File: config.mk
export PLATFORM = sky130hd
export DESIGN_NAME = ivp_top
export DESIGN_NICKNAME = d
export VERILOG_FILES = /design/src/ivp_pkg.sv /design/src/ivp_resolve.sv /design/src/ivp_top.sv
export SDC_FILE = /design/constraint.sdc
export NUM_CORES = 1
export LEC_CHECK = 0
export BUFFER_PORTS_ARGS = -buffer_cell sky130_fd_sc_hd__buf_2
export CORE_AREA = 3 3 131 133
export DETAILED_ROUTE_END_ITERATION = 12
export DIE_AREA = 0 0 134 136
export MAX_ROUTING_LAYER = met4
export PLACE_DENSITY = 0.8
export SLEW_MARGIN = 5
export SYNTH_ARGS = -nofsm -noshare
export SYNTH_HDL_FRONTEND = slang
export SYNTH_SLANG_ARGS = --single-unit
File: constraint.sdc
create_clock -name pclk -period 7.1 [get_ports pclk]
set_input_delay 0.71 -clock pclk [delete_from_list [all_inputs] [get_ports pclk]]
set_output_delay 0.71 -clock pclk [all_outputs]
set_load 0.02 [all_outputs]
File: src/ivp_pkg.sv
// constants and types shared by the interrupt vector and priority map
package ivp_pkg;

  // ==========================================================
  // sizes
  localparam int unsigned NUM_REQ    = 24;
  localparam int unsigned NUM_LVLREG = 6;
  localparam int unsigned LVL_W      = 2;
  localparam int unsigned NUM_W      = 5;

  // ==========================================================
  // register indices, byte address is four times the index
  localparam logic [9:0] IDX_LVL0   = 10'h079;   // level_setting_reg0
  localparam logic [9:0] IDX_LVL5   = 10'h07e;   // level_setting_reg5
  localparam logic [9:0] IDX_STATUS = 10'h080;   // sticky pending bits, write one to clear
  localparam logic [9:0] IDX_MASK   = 10'h081;   // request enables
  localparam logic [9:0] IDX_SEL    = 10'h082;   // selected request, read only

  // ==========================================================
  // field positions of the selected request register
  localparam int unsigned SEL_NUM_LSB   = 0;
  localparam int unsigned SEL_LVL_LSB   = 8;
  localparam int unsigned SEL_VALID_BIT = 16;

  // ==========================================================
  // reset values
  localparam logic [7:0]  LVL_RST    = 8'hff;
  localparam logic [23:0] STATUS_RST = 24'h000000;
  localparam logic [23:0] MASK_RST   = 24'h000000;

  // ==========================================================
  // vector table, request 0 high byte sits at the top, step two per request
  localparam logic [15:0] VEC_BASE_HI = 16'hfffa;
  localparam logic [15:0] VEC_LO_OFS  = 16'h0001;

  // ==========================================================
  // request numbers with a source
  localparam int unsigned REQ_EXT4   = 0;
  localparam int unsigned REQ_EXT5   = 1;
  localparam int unsigned REQ_EXT26  = 2;
  localparam int unsigned REQ_EXT37  = 3;
  localparam int unsigned REQ_TMR0L  = 5;
  localparam int unsigned REQ_TMR0H  = 6;
  localparam int unsigned REQ_URX    = 7;
  localparam int unsigned REQ_UTX    = 8;
  localparam int unsigned REQ_TMR1H  = 14;
  localparam int unsigned REQ_ADC    = 18;
  localparam int unsigned REQ_TBASE  = 19;
  localparam int unsigned REQ_WATCH  = 20;
  localparam int unsigned REQ_TMR1L  = 22;
  localparam int unsigned REQ_FLASH  = 23;

  // ==========================================================
  // one-cycle event pulses from the peripherals
  typedef struct packed {
    logic ext_ch2;
    logic ext_ch3;
    logic ext_ch4;
    logic ext_ch5;
    logic ext_ch6;
    logic ext_ch7;
    logic tmr0_lo;
    logic tmr0_hi;
    logic uart_rx;
    logic uart_tx;
    logic tmr1_hi;
    logic tmr1_lo;
    logic adc;
    logic tbase;
    logic watch;
    logic flash;
  } ivp_src_t;

  // winner of the resolver
  typedef struct packed {
    logic             valid;
    logic [LVL_W-1:0] level;
    logic [NUM_W-1:0] num;
  } ivp_sel_t;

  // answer towards the cpu core
  typedef struct packed {
    logic             irq;
    logic [LVL_W-1:0] level;
    logic [NUM_W-1:0] num;
    logic [15:0]      vec_hi_addr;
    logic [15:0]      vec_lo_addr;
  } ivp_cpu_t;

  // all state of the top module
  typedef struct packed {
    logic [NUM_LVLREG-1:0][7:0] lvl;
    logic [NUM_REQ-1:0]         pend;
    logic [NUM_REQ-1:0]         mask;
    logic [31:0]                rdata;
    logic                       slverr;
    ivp_cpu_t                   cpu;
  } ivp_state_t;

  localparam ivp_cpu_t CPU_RST = '{
    irq:         1'b0,
    level:       2'b11,
    num:         5'h00,
    vec_hi_addr: VEC_BASE_HI,
    vec_lo_addr: 16'hfffb
  };

endpackage

File: src/ivp_resolve.sv
// picks the most urgent pending request, lowest number on a tie
module ivp_resolve (
  input  wire logic [ivp_pkg::NUM_REQ-1:0]          pend,
  input  wire logic [ivp_pkg::NUM_REQ*2-1:0]        levels,
  output ivp_pkg::ivp_sel_t                         sel
);

  // ==========================================================
  // scan
  // ascending scan with a strict compare keeps the lower number on a tie
  always_comb
  begin
    sel.valid = 1'b0;
    sel.level = 2'b11;
    sel.num   = 5'h00;
    for (int i = 0; i < ivp_pkg::NUM_REQ; i++)
    begin
      if (pend[i] && (!sel.valid || levels[2*i +: 2] < sel.level))
      begin
        sel.valid = 1'b1;
        sel.level = levels[2*i +: 2];
        sel.num   = 5'(i);
      end
    end
  end

endmodule

File: src/ivp_top.sv
// interrupt vector and priority map with apb register access
//
// Behaviour
// - each request has its own two-bit level
// - equal levels: lower request number served first
// - vector pair from FFFA/FFFB, two lower each
// - full variant: channels 2/6 and 3/7 share
// - full variant: serial receive 7, transmit 8
// - timer 0 lower half 5, upper 6
// - converter 18, time-base 19, watch 20, flash 23
// - channel 4 request 0; reduced: unlisted lines idle
// - six level registers at 0079 to 007E
// - level registers reset to all ones
//
// The placing of the registers and the APB slave port were left to the implementer.
module ivp_top #(
  parameter bit FULL_VARIANT = 1'b1
) (
  input  wire logic                 pclk,
  input  wire logic                 presetn,
  // apb slave
  input  wire logic [11:0]          paddr,
  input  wire logic                 psel,
  input  wire logic                 penable,
  input  wire logic                 pwrite,
  input  wire logic [31:0]          pwdata,
  output logic      [31:0]          prdata,
  output logic                      pready,
  output logic                      pslverr,
  // peripheral events
  input  ivp_pkg::ivp_src_t         src,
  // cpu side
  input  wire logic                 cpu_ack,
  output ivp_pkg::ivp_cpu_t         cpu,
  output logic                      irq
);

  // ==========================================================
  // state
  ivp_pkg::ivp_state_t s_q;
  ivp_pkg::ivp_state_t s_d;

  logic [ivp_pkg::NUM_REQ-1:0] req;
  logic [ivp_pkg::NUM_REQ-1:0] clr;
  logic [ivp_pkg::NUM_REQ-1:0] ack_hot;
  logic [9:0]                  idx;
  logic                        setup;
  logic                        wr;
  logic                        lvl_hit;
  logic [2:0]                  lvl_sel;
  logic [31:0]                 rd_val;
  logic                        rd_err;
  ivp_pkg::ivp_sel_t           win;
  ivp_pkg::ivp_sel_t           win_hold;
  logic [15:0]                 vec_hi;

  // ==========================================================
  // source to request mapping
  // unlisted request lines stay low in either variant
  always_comb
  begin
    req = '0;
    req[ivp_pkg::REQ_EXT4]  = src.ext_ch4;
    req[ivp_pkg::REQ_EXT5]  = FULL_VARIANT & src.ext_ch5;
    req[ivp_pkg::REQ_EXT26] = src.ext_ch6 | (FULL_VARIANT & src.ext_ch2);
    req[ivp_pkg::REQ_EXT37] = FULL_VARIANT & (src.ext_ch3 | src.ext_ch7);
    req[ivp_pkg::REQ_TMR0L] = src.tmr0_lo;
    req[ivp_pkg::REQ_TMR0H] = src.tmr0_hi;
    req[ivp_pkg::REQ_URX]   = FULL_VARIANT & src.uart_rx;
    req[ivp_pkg::REQ_UTX]   = FULL_VARIANT & src.uart_tx;
    req[ivp_pkg::REQ_TMR1H] = FULL_VARIANT & src.tmr1_hi;
    req[ivp_pkg::REQ_ADC]   = src.adc;
    req[ivp_pkg::REQ_TBASE] = src.tbase;
    req[ivp_pkg::REQ_WATCH] = src.watch;
    req[ivp_pkg::REQ_TMR1L] = FULL_VARIANT & src.tmr1_lo;
    req[ivp_pkg::REQ_FLASH] = src.flash;
  end

  // ==========================================================
  // priority resolution over enabled pending requests
  ivp_resolve u_resolve (
    .pend   (s_q.pend & s_q.mask),
    .levels (s_q.lvl),
    .sel    (win)
  );

  // ==========================================================
  // apb decode
  // zero wait states; read data is captured in the setup cycle
  assign idx     = paddr[11:2];
  assign setup   = psel & ~penable;
  assign wr      = psel & penable & pwrite;
  assign lvl_hit = (idx >= ivp_pkg::IDX_LVL0) && (idx <= ivp_pkg::IDX_LVL5);
  assign lvl_sel = 3'(idx - ivp_pkg::IDX_LVL0);
  assign pready  = 1'b1;

  // read multiplexer, unmapped words read zero with an error
  always_comb
  begin
    rd_val = 32'h0000_0000;
    rd_err = 1'b0;
    if (lvl_hit)
    begin
      rd_val[7:0] = s_q.lvl[lvl_sel];
    end
    else
    begin
      case (idx)
        ivp_pkg::IDX_STATUS: rd_val[23:0] = s_q.pend;
        ivp_pkg::IDX_MASK:   rd_val[23:0] = s_q.mask;
        ivp_pkg::IDX_SEL:
        begin
          rd_val[ivp_pkg::SEL_NUM_LSB +: 5] = s_q.cpu.num;
          rd_val[ivp_pkg::SEL_LVL_LSB +: 2] = s_q.cpu.level;
          rd_val[ivp_pkg::SEL_VALID_BIT]    = s_q.cpu.irq;
        end
        default:             rd_err = 1'b1;
      endcase
    end
  end

  // ==========================================================
  // clear terms for the pending bits
  // the cpu acknowledge drops the request it is being served
  always_comb
  begin
    ack_hot = '0;
    if (cpu_ack && s_q.cpu.irq)
    begin
      ack_hot[s_q.cpu.num] = 1'b1;
    end
    clr = ack_hot;
    if (wr && idx == ivp_pkg::IDX_STATUS)
    begin
      clr = clr | pwdata[23:0];
    end
  end

  // ==========================================================
  // vector address of the winner
  // the pair follows the winner, so a fetch that races a new winner sees the new pair
  assign win_hold = win;
  assign vec_hi   = ivp_pkg::VEC_BASE_HI - {10'h000, win_hold.num, 1'b0};

  // ==========================================================
  // next state
  always_comb
  begin
    s_d = s_q;

    // set wins over clear so an event in the clearing cycle stays
    s_d.pend = (s_q.pend & ~clr) | req;

    if (wr && idx == ivp_pkg::IDX_MASK)
    begin
      s_d.mask = pwdata[23:0];
    end

    // full-byte writes, each byte holds four level fields
    if (wr && lvl_hit)
    begin
      s_d.lvl[lvl_sel] = pwdata[7:0];
    end

    if (setup)
    begin
      s_d.rdata  = rd_val;
      s_d.slverr = rd_err;
    end

    // answer to the cpu follows the resolver one cycle later
    s_d.cpu.irq         = win.valid;
    s_d.cpu.level       = win.level;
    s_d.cpu.num         = win.num;
    s_d.cpu.vec_hi_addr = vec_hi;
    s_d.cpu.vec_lo_addr = vec_hi + ivp_pkg::VEC_LO_OFS;
    if (!win.valid)
    begin
      s_d.cpu = ivp_pkg::CPU_RST;
    end
  end

  // ==========================================================
  // state register
  always_ff @(posedge pclk or negedge presetn)
  begin
    if (!presetn)
    begin
      s_q.lvl    <= {ivp_pkg::NUM_LVLREG{ivp_pkg::LVL_RST}};
      s_q.pend   <= ivp_pkg::STATUS_RST;
      s_q.mask   <= ivp_pkg::MASK_RST;
      s_q.rdata  <= 32'h0000_0000;
      s_q.slverr <= 1'b0;
      s_q.cpu    <= ivp_pkg::CPU_RST;
    end
    else
    begin
      s_q <= s_d;
    end
  end

  // ==========================================================
  // outputs
  assign prdata  = s_q.rdata;
  assign pslverr = s_q.slverr & psel & penable;
  assign cpu     = s_q.cpu;
  assign irq     = s_q.cpu.irq;

endmodule

# == Word-level counts from Yosys, hierarchy flattened ==
# Index checks and enable logic that the tools add are counted.
# classes
n_addsub,3
order_cmp,29
n_eq_ne,3
muxes,44
bitwise_logic,13
reduce_logical,77
# ops
cell,n
two-way mux 8 bit,27
bitwise AND 24 bit,2
bitwise mux 48 bit,1
two-way mux 24 bit,2
OR 24 bit,2
less-than comparator 2 bit,23
two-way mux 40 bit,1
== test 10 x 8 -> 1 bit (second input constant),3
logical AND 1 bit,30
binary-select mux 8 bit (select 3 bit),1
demux 8 bit (select 3 bit),1
NOT 24 bit,1
logical NOT 1 bit,23
logical OR 1 bit,23
two-way mux 16 bit,1
one-hot mux 5 bit (3 select lines),1
one-hot mux 7 bit (2 select lines),1
one-hot mux 6 bit (2 select lines),1
>= comparator 10 x 7 -> 1 bit (second input constant),1
less-or-equal comparator 10 x 7 -> 1 bit (second input constant),1
adder 8 x 2 -> 9 bit (second input constant),1
subtractor 4 x 7 -> 8 bit (first input constant),1
less-than comparator 5 x 6 -> 1 bit (second input constant),1
one-hot mux 2 bit (3 select lines),1
other kinds (12),19
# totals
ff_bits,161
inputBits,66
output_inout_bits,75
word_cells,184

# == Longest topological paths before layout ==
# logic_depth
depth_word,97
depth_mapped,24
ltp_nobuf,21

# == Modules after synthesis ==
# A second synthesis with hierarchy kept.
# hier_totals
hier_cells,961
area_unflattened_um2,9260.1
# modules_own_cells
mod,instances,cells_per_inst,area_per_inst_um2,seq_area_each_um2
ivp_top,1,577,6854.1,3422.0
ivp_resolve,1,384,2406.1,0.0

# == Least setup slack after synthesis ==
# OpenSTA, ideal clock, no wires.
# synth_timing
path_type,register to register
from,reg s_q[122] in the netlist's numbering
to,reg cpu[4] (netlist name)
setup_time_ns,0.082
arrival_time_ns,5.288
t_required_ns,7.018
setup_slack_ns,1.730
path_stages_with_launch,23
n_path_buf,2
synth_period_minus_slack_ns,5.370
cell_sequence,dfstp_2 and3b_1 a2111oi_2 a31oi_2 o31ai_4 nor3_1 or4_1 buf_6 or2_1 a211o_2 and4_1 a211oi_2 nor2_1 o41a_2 mux2i_1 ha_1 nor2_1 o21bai_1 o41a_1 buf_6 nand4_1 ha_1 mux2_4
# synth_via
elab_chain_cells,96
elab_cells_between_ends,118
cone_classes,add/sub: 2; order compare: 23; mux: 25; reduce/logical: 68
# synth_lines
item,line,rtl
from (decl),ivp_top.sv:40,ivp_pkg::ivp_state_t s_q;
two-way mux 8 bit *,ivp_resolve.sv:18,if (pend[i] && (!sel.valid || levels[2*i +: 2] < sel.level))
less-than comparator 2 bit,ivp_resolve.sv:18,
logical OR 1 bit,ivp_resolve.sv:18,
logical AND 1 bit,ivp_resolve.sv:18,
two-way mux 8 bit *,ivp_resolve.sv:18,
less-than comparator 2 bit / logical NOT 1 bit (equally long branches),ivp_resolve.sv:18,
logical OR 1 bit,ivp_resolve.sv:18,
logical AND 1 bit,ivp_resolve.sv:18,
[80 not listed],--,
two-way mux 8 bit *,ivp_resolve.sv:18,
less-than comparator 2 bit / logical NOT 1 bit (equally long branches),ivp_resolve.sv:18,
logical OR 1 bit,ivp_resolve.sv:18,
logical AND 1 bit,ivp_resolve.sv:18,
two-way mux 8 bit *,ivp_resolve.sv:18,
subtractor 4 x 7 -> 8 bit,ivp_top.sv:143,"assign vec_hi = ivp_pkg::VEC_BASE_HI - {10'h000, win_hold.num, 1'b0};"
adder 8 x 2 -> 9 bit,ivp_top.sv:176,s_d.cpu.vec_lo_addr = vec_hi + ivp_pkg::VEC_LO_OFS;
two-way mux 40 bit *,ivp_top.sv:177,if (!win.valid)
# Every way passes the cells marked *; elsewhere a longest branch is shown, timed or not.
# A chain may end at the register's enable or synchronous reset.

# == Worst setup path after layout ==
# layout_timing
from,reg s_q[122] in the netlist's numbering
to,reg cpu[4] (netlist name)
# layout_via
elab_chain_cells,96
elab_cells_between_ends,118
cone_classes,add/sub: 2; order compare: 23; mux: 25; reduce/logical: 68
# layout_lines
item,line
two-way mux 8 bit *,ivp_resolve.sv:18
less-than comparator 2 bit,ivp_resolve.sv:18
logical OR 1 bit,ivp_resolve.sv:18
logical AND 1 bit,ivp_resolve.sv:18
two-way mux 8 bit *,ivp_resolve.sv:18
less-than comparator 2 bit / logical NOT 1 bit (equally long branches),ivp_resolve.sv:18
logical OR 1 bit,ivp_resolve.sv:18
logical AND 1 bit,ivp_resolve.sv:18
[80 not listed],--
two-way mux 8 bit *,ivp_resolve.sv:18
less-than comparator 2 bit / logical NOT 1 bit (equally long branches),ivp_resolve.sv:18
logical OR 1 bit,ivp_resolve.sv:18
logical AND 1 bit,ivp_resolve.sv:18
two-way mux 8 bit *,ivp_resolve.sv:18
subtractor 4 x 7 -> 8 bit,ivp_top.sv:143
adder 8 x 2 -> 9 bit,ivp_top.sv:176
two-way mux 40 bit *,ivp_top.sv:177
# Marks and branches as above.

==> summary.md <==
| Metric | Value |
|---|---|
| Outcome | completed |
| Setup TNS | 0 ns |
| Leakage | around 4.5 nW |
| YS warnings | 0 |
| Die X | between 100 and 150 µm |
| PostCTS Resize Cnt | 0 |
| Total clock sinks | roughly 130 |
| Post-CTS setup buffer count | 0 |
| Dpl cells | ~1,200 |
| Final setup viols | 0 |
| Port Buffer Count | roughly 100 |
| Critical Path Start Type | flop |
| Final GP Congestion | 0.990 |
| Crit-path max FO | 10 |
| CTS max path bufs | 2 |
| Largest net degree at the start of global routing | 78 |
| Register area share after synthesis | between 30% and 40% |
| First-pass detailed-route iteration total | 8 |
| Max-cap viol count | 0 |
| Critical setup path kind | flop to flop |
| Power per Cell Area | ~190 nW/µm² |
| Mapped Area | 9270 µm² |
| Hold buffers post-CTS | 0 |
| Mean Syn Cell Area | ~9.4 µm² |
| CTS clock-pin slew for the worst setup and hold paths | 0.06 ns |
| I/O pins | around 140 |
| Worst Slack Setup Final | around 0.74 ns |
| Vias in the first global route | ~7,700 |
| Least-Margin Pin Slew | 1.12 ns |
| Max Transition Viols Final | 0 |
| N_diodes | 0 |
| Hpwl dp | roughly 21,000 µm |
| Synth area leader | dfrtp_1 |
| GRT Total Usage | 32.2% |
| CP bufs+invs | 0 |
| Top_reg_cell synth | dfrtp_1 |
| Largest cells by area after synthesis | dfrtp_1 (21%), dfstp_2 (16%), mux2_2 (8.1%), buf_4 (5.9%), nand2_1 (3.9%) |
| CP endpoint kind | flop |
| Total gr overflow | 0 |
| Setup repair after global routing missed its margin | no |
| Area of the multi-input gates | around 5200 µm² |
| First-pass GRT wire length | approximately 44,000 µm |
| Ys async rst share | 100% |
| Fmax | roughly 160 MHz |
| Drt initial violations | 1,083 |
| DRT antenna net count | 0 |
| Die H | roughly 140 µm |
| Final Hold Violating Endpoints | 0 |
| Final Net Count | roughly 1,100 |
| CTS Root Buffer Type | clkbuf_16 |
| Num CTS Buffers | 17 |
| Simple-gate share of the synthesized area | around a fifth |
| Worst min-delay path class | input port to asynchronous set/reset pin |
| Pre-CTS WS | ~0.93 ns |
| Syn-to-layout area delta | 9.27% |
| Largest family of logic cells by synthesized area | compound AO/OA/AOI/OAI gates |
| Syn Inst Count | roughly 980 |
| Fill cells | 1,340 |
| Synth top area share | between 20% and 30% |
| VDD IR max | ~0.17 mV |
| Worst EP required | around 7.5 ns |
| Die area | 18,200 µm² |
| Synth Area in XOR/XNOR | 0.189% |
| Setup Skew | around 0.009 ns |
| Post-synth EDFFs | 0 |
| Layout cell share with drive strength beyond 1 | 32.3% |
| Routed vias | about 8,300 |
| Cell breakdown of the critical path | and3b_1 > a2111oi_2 > a31oi_2 > o21ai_0 > a31oi_1 > or4_1 > o211ai_1 > o21ai_1 > and4_1 > a211oi_2 > nor2_1 > o41a_2 > mux2i_1 > ha_1 > nor2_1 > o21bai_1 > o41a_1 > nand4_1 > ha_1 > mux2_4 |
| Total Wirelength | roughly 28,000 µm |
| Arr. time, crit path | 6.71 ns |
| Max-slew headroom | about 25% |
| CTS tree | built |
| Netlist cell types | around 100 |
| H-tree levels | 4 |
| Yosys reg bits | between 100 and 150 |
| Worst path max stage delay | approximately 0.70 ns |
| Minimum clock period | between 6 and 7 ns |
| Crit path max-delay family | compound AO/OA/AOI/OAI gates |
| Post-synthesis mux area share | ~12% |
| Seq. cell area | about 3400 µm² |
| Initial Util | between 50 and 60% |
| Finished Layout Cells | roughly 1,300 |
| # rows | 46 |
| Core area | about 16,000 µm² |
| Synth Area in Compound Gates | between 20 and 25% |
| CP max-delay cell | or4_1 |
| Antenna violations before repair | 0 |
| Via density | 6.58 |
| Post-synthesis adder-cell area fraction | about 1.6% |
| Drt drc | 0 |
| Clock Latency Late Sink | around 0.43 ns |
| Post-DR wirelength/cell | about 22 µm |
| Tcrit/Tclk final | between 80% and 90% |
-- report_power, final --
part	switching [mW]	internal [mW]	total (mW)	leakage (nW)
clock network	0.349	0.552	0.900	0.282
logic	0.126	0.0600	0.186	2.66
registers	0.0137	0.784	0.798	1.56
total	0.488	1.40	1.88	4.51
-- stage by stage --
step           util (%)  power [mW]  hold WS (ns)  area (µm²)
2_1_floorplan         -       0.948         0.414        9380
3_3_place_gp       59.8       0.991         0.448        9540
3_5_place_dp       59.8       0.994         0.453        9540
4_1_cts            63.5        1.89         0.249       10100
5_1_grt            63.5        1.94         0.277       10100
6_report           63.5        1.88         0.231       10100
-- layout make-up --
| cell class | instances | area share, % |
|---|---|---|
| clock inverters | 12 | 1.52 |
| clock buffers | 20 | 4.31 |
| repair buffers | 111 | 5.79 |
| well taps | 216 | 2.67 |
| inverters | 14 | 0.519 |
| multi-input cells | 756 | 51.4 |
| flip-flops and latches | 134 | 33.8 |
-- synth_stat cells, drive strengths merged (11+ instances only) --
cell type	n
nand2	96
nor2	89
dfrtp	79
buf	78
mux2	68
a21oi	63
o21ai	60
dfstp	55
clkbuf	28
or2	25
nand3	19
a221oi	18
or3	18
o21a	14
a211oi	13
inv	13
nand3b	13
o211ai	13
mux2i	12
a21o	11
a222oi	11
nand4	11
-- registers in the layout, indices dropped and copies added (netlist names) --
register  cells
s_q          97
prdata       24
cpu          12
irq           1
-- metal layers --
metal / track usage, % / vias up / wire length [µm]
li1: - / 3704 / -
met1: 42.2 / 4036 / 11300
met2: 49.0 / 493 / 12800
met3: 8.48 / 83 / 3040
met4: 10.5 / 0 / 992
met5: - / - / 0
-- cells by family after synthesis --
group / after synthesis
buffers and inverters: 120
muxes: 88
xor gates and xnor gates: 2
adders and majority gates: 13
AOI/OAI and AO/OA: 287
DFF: 134
other: 2
and+or+nand+nor: 336
-- layout by cell type, fill, tap and decap left out, types with 19 or more instances in the layout --
cell     instances
conb_1          30
mux2_2          67
nor2_1          88
buf_2          100
nand2_1         96
dfrtp_1         79
or2_2           21
o21ai_0         59
nand3_1         19
dfstp_2         55
a21oi_1         60
-- final timing paths --
path | startpoint | endpoint | slack, ns | cells past startpoint
worst min register to register | prdata[9] | prdata[9] | 0.47 | 2
worst min-delay path | presetn | prdata[7] | 0.23 | 1
worst max register to register | s_q[122] | cpu[4] | 0.74 | 20
min in group pclk | pwdata[21] | s_q[118] | 0.46 | 2
max in group asynchronous | presetn | cpu[32] | 5.53 | 2
worst max-delay path | s_q[122] | cpu[4] | 0.74 | 20
Note: power is estimated with default switching activity, not from simulation.
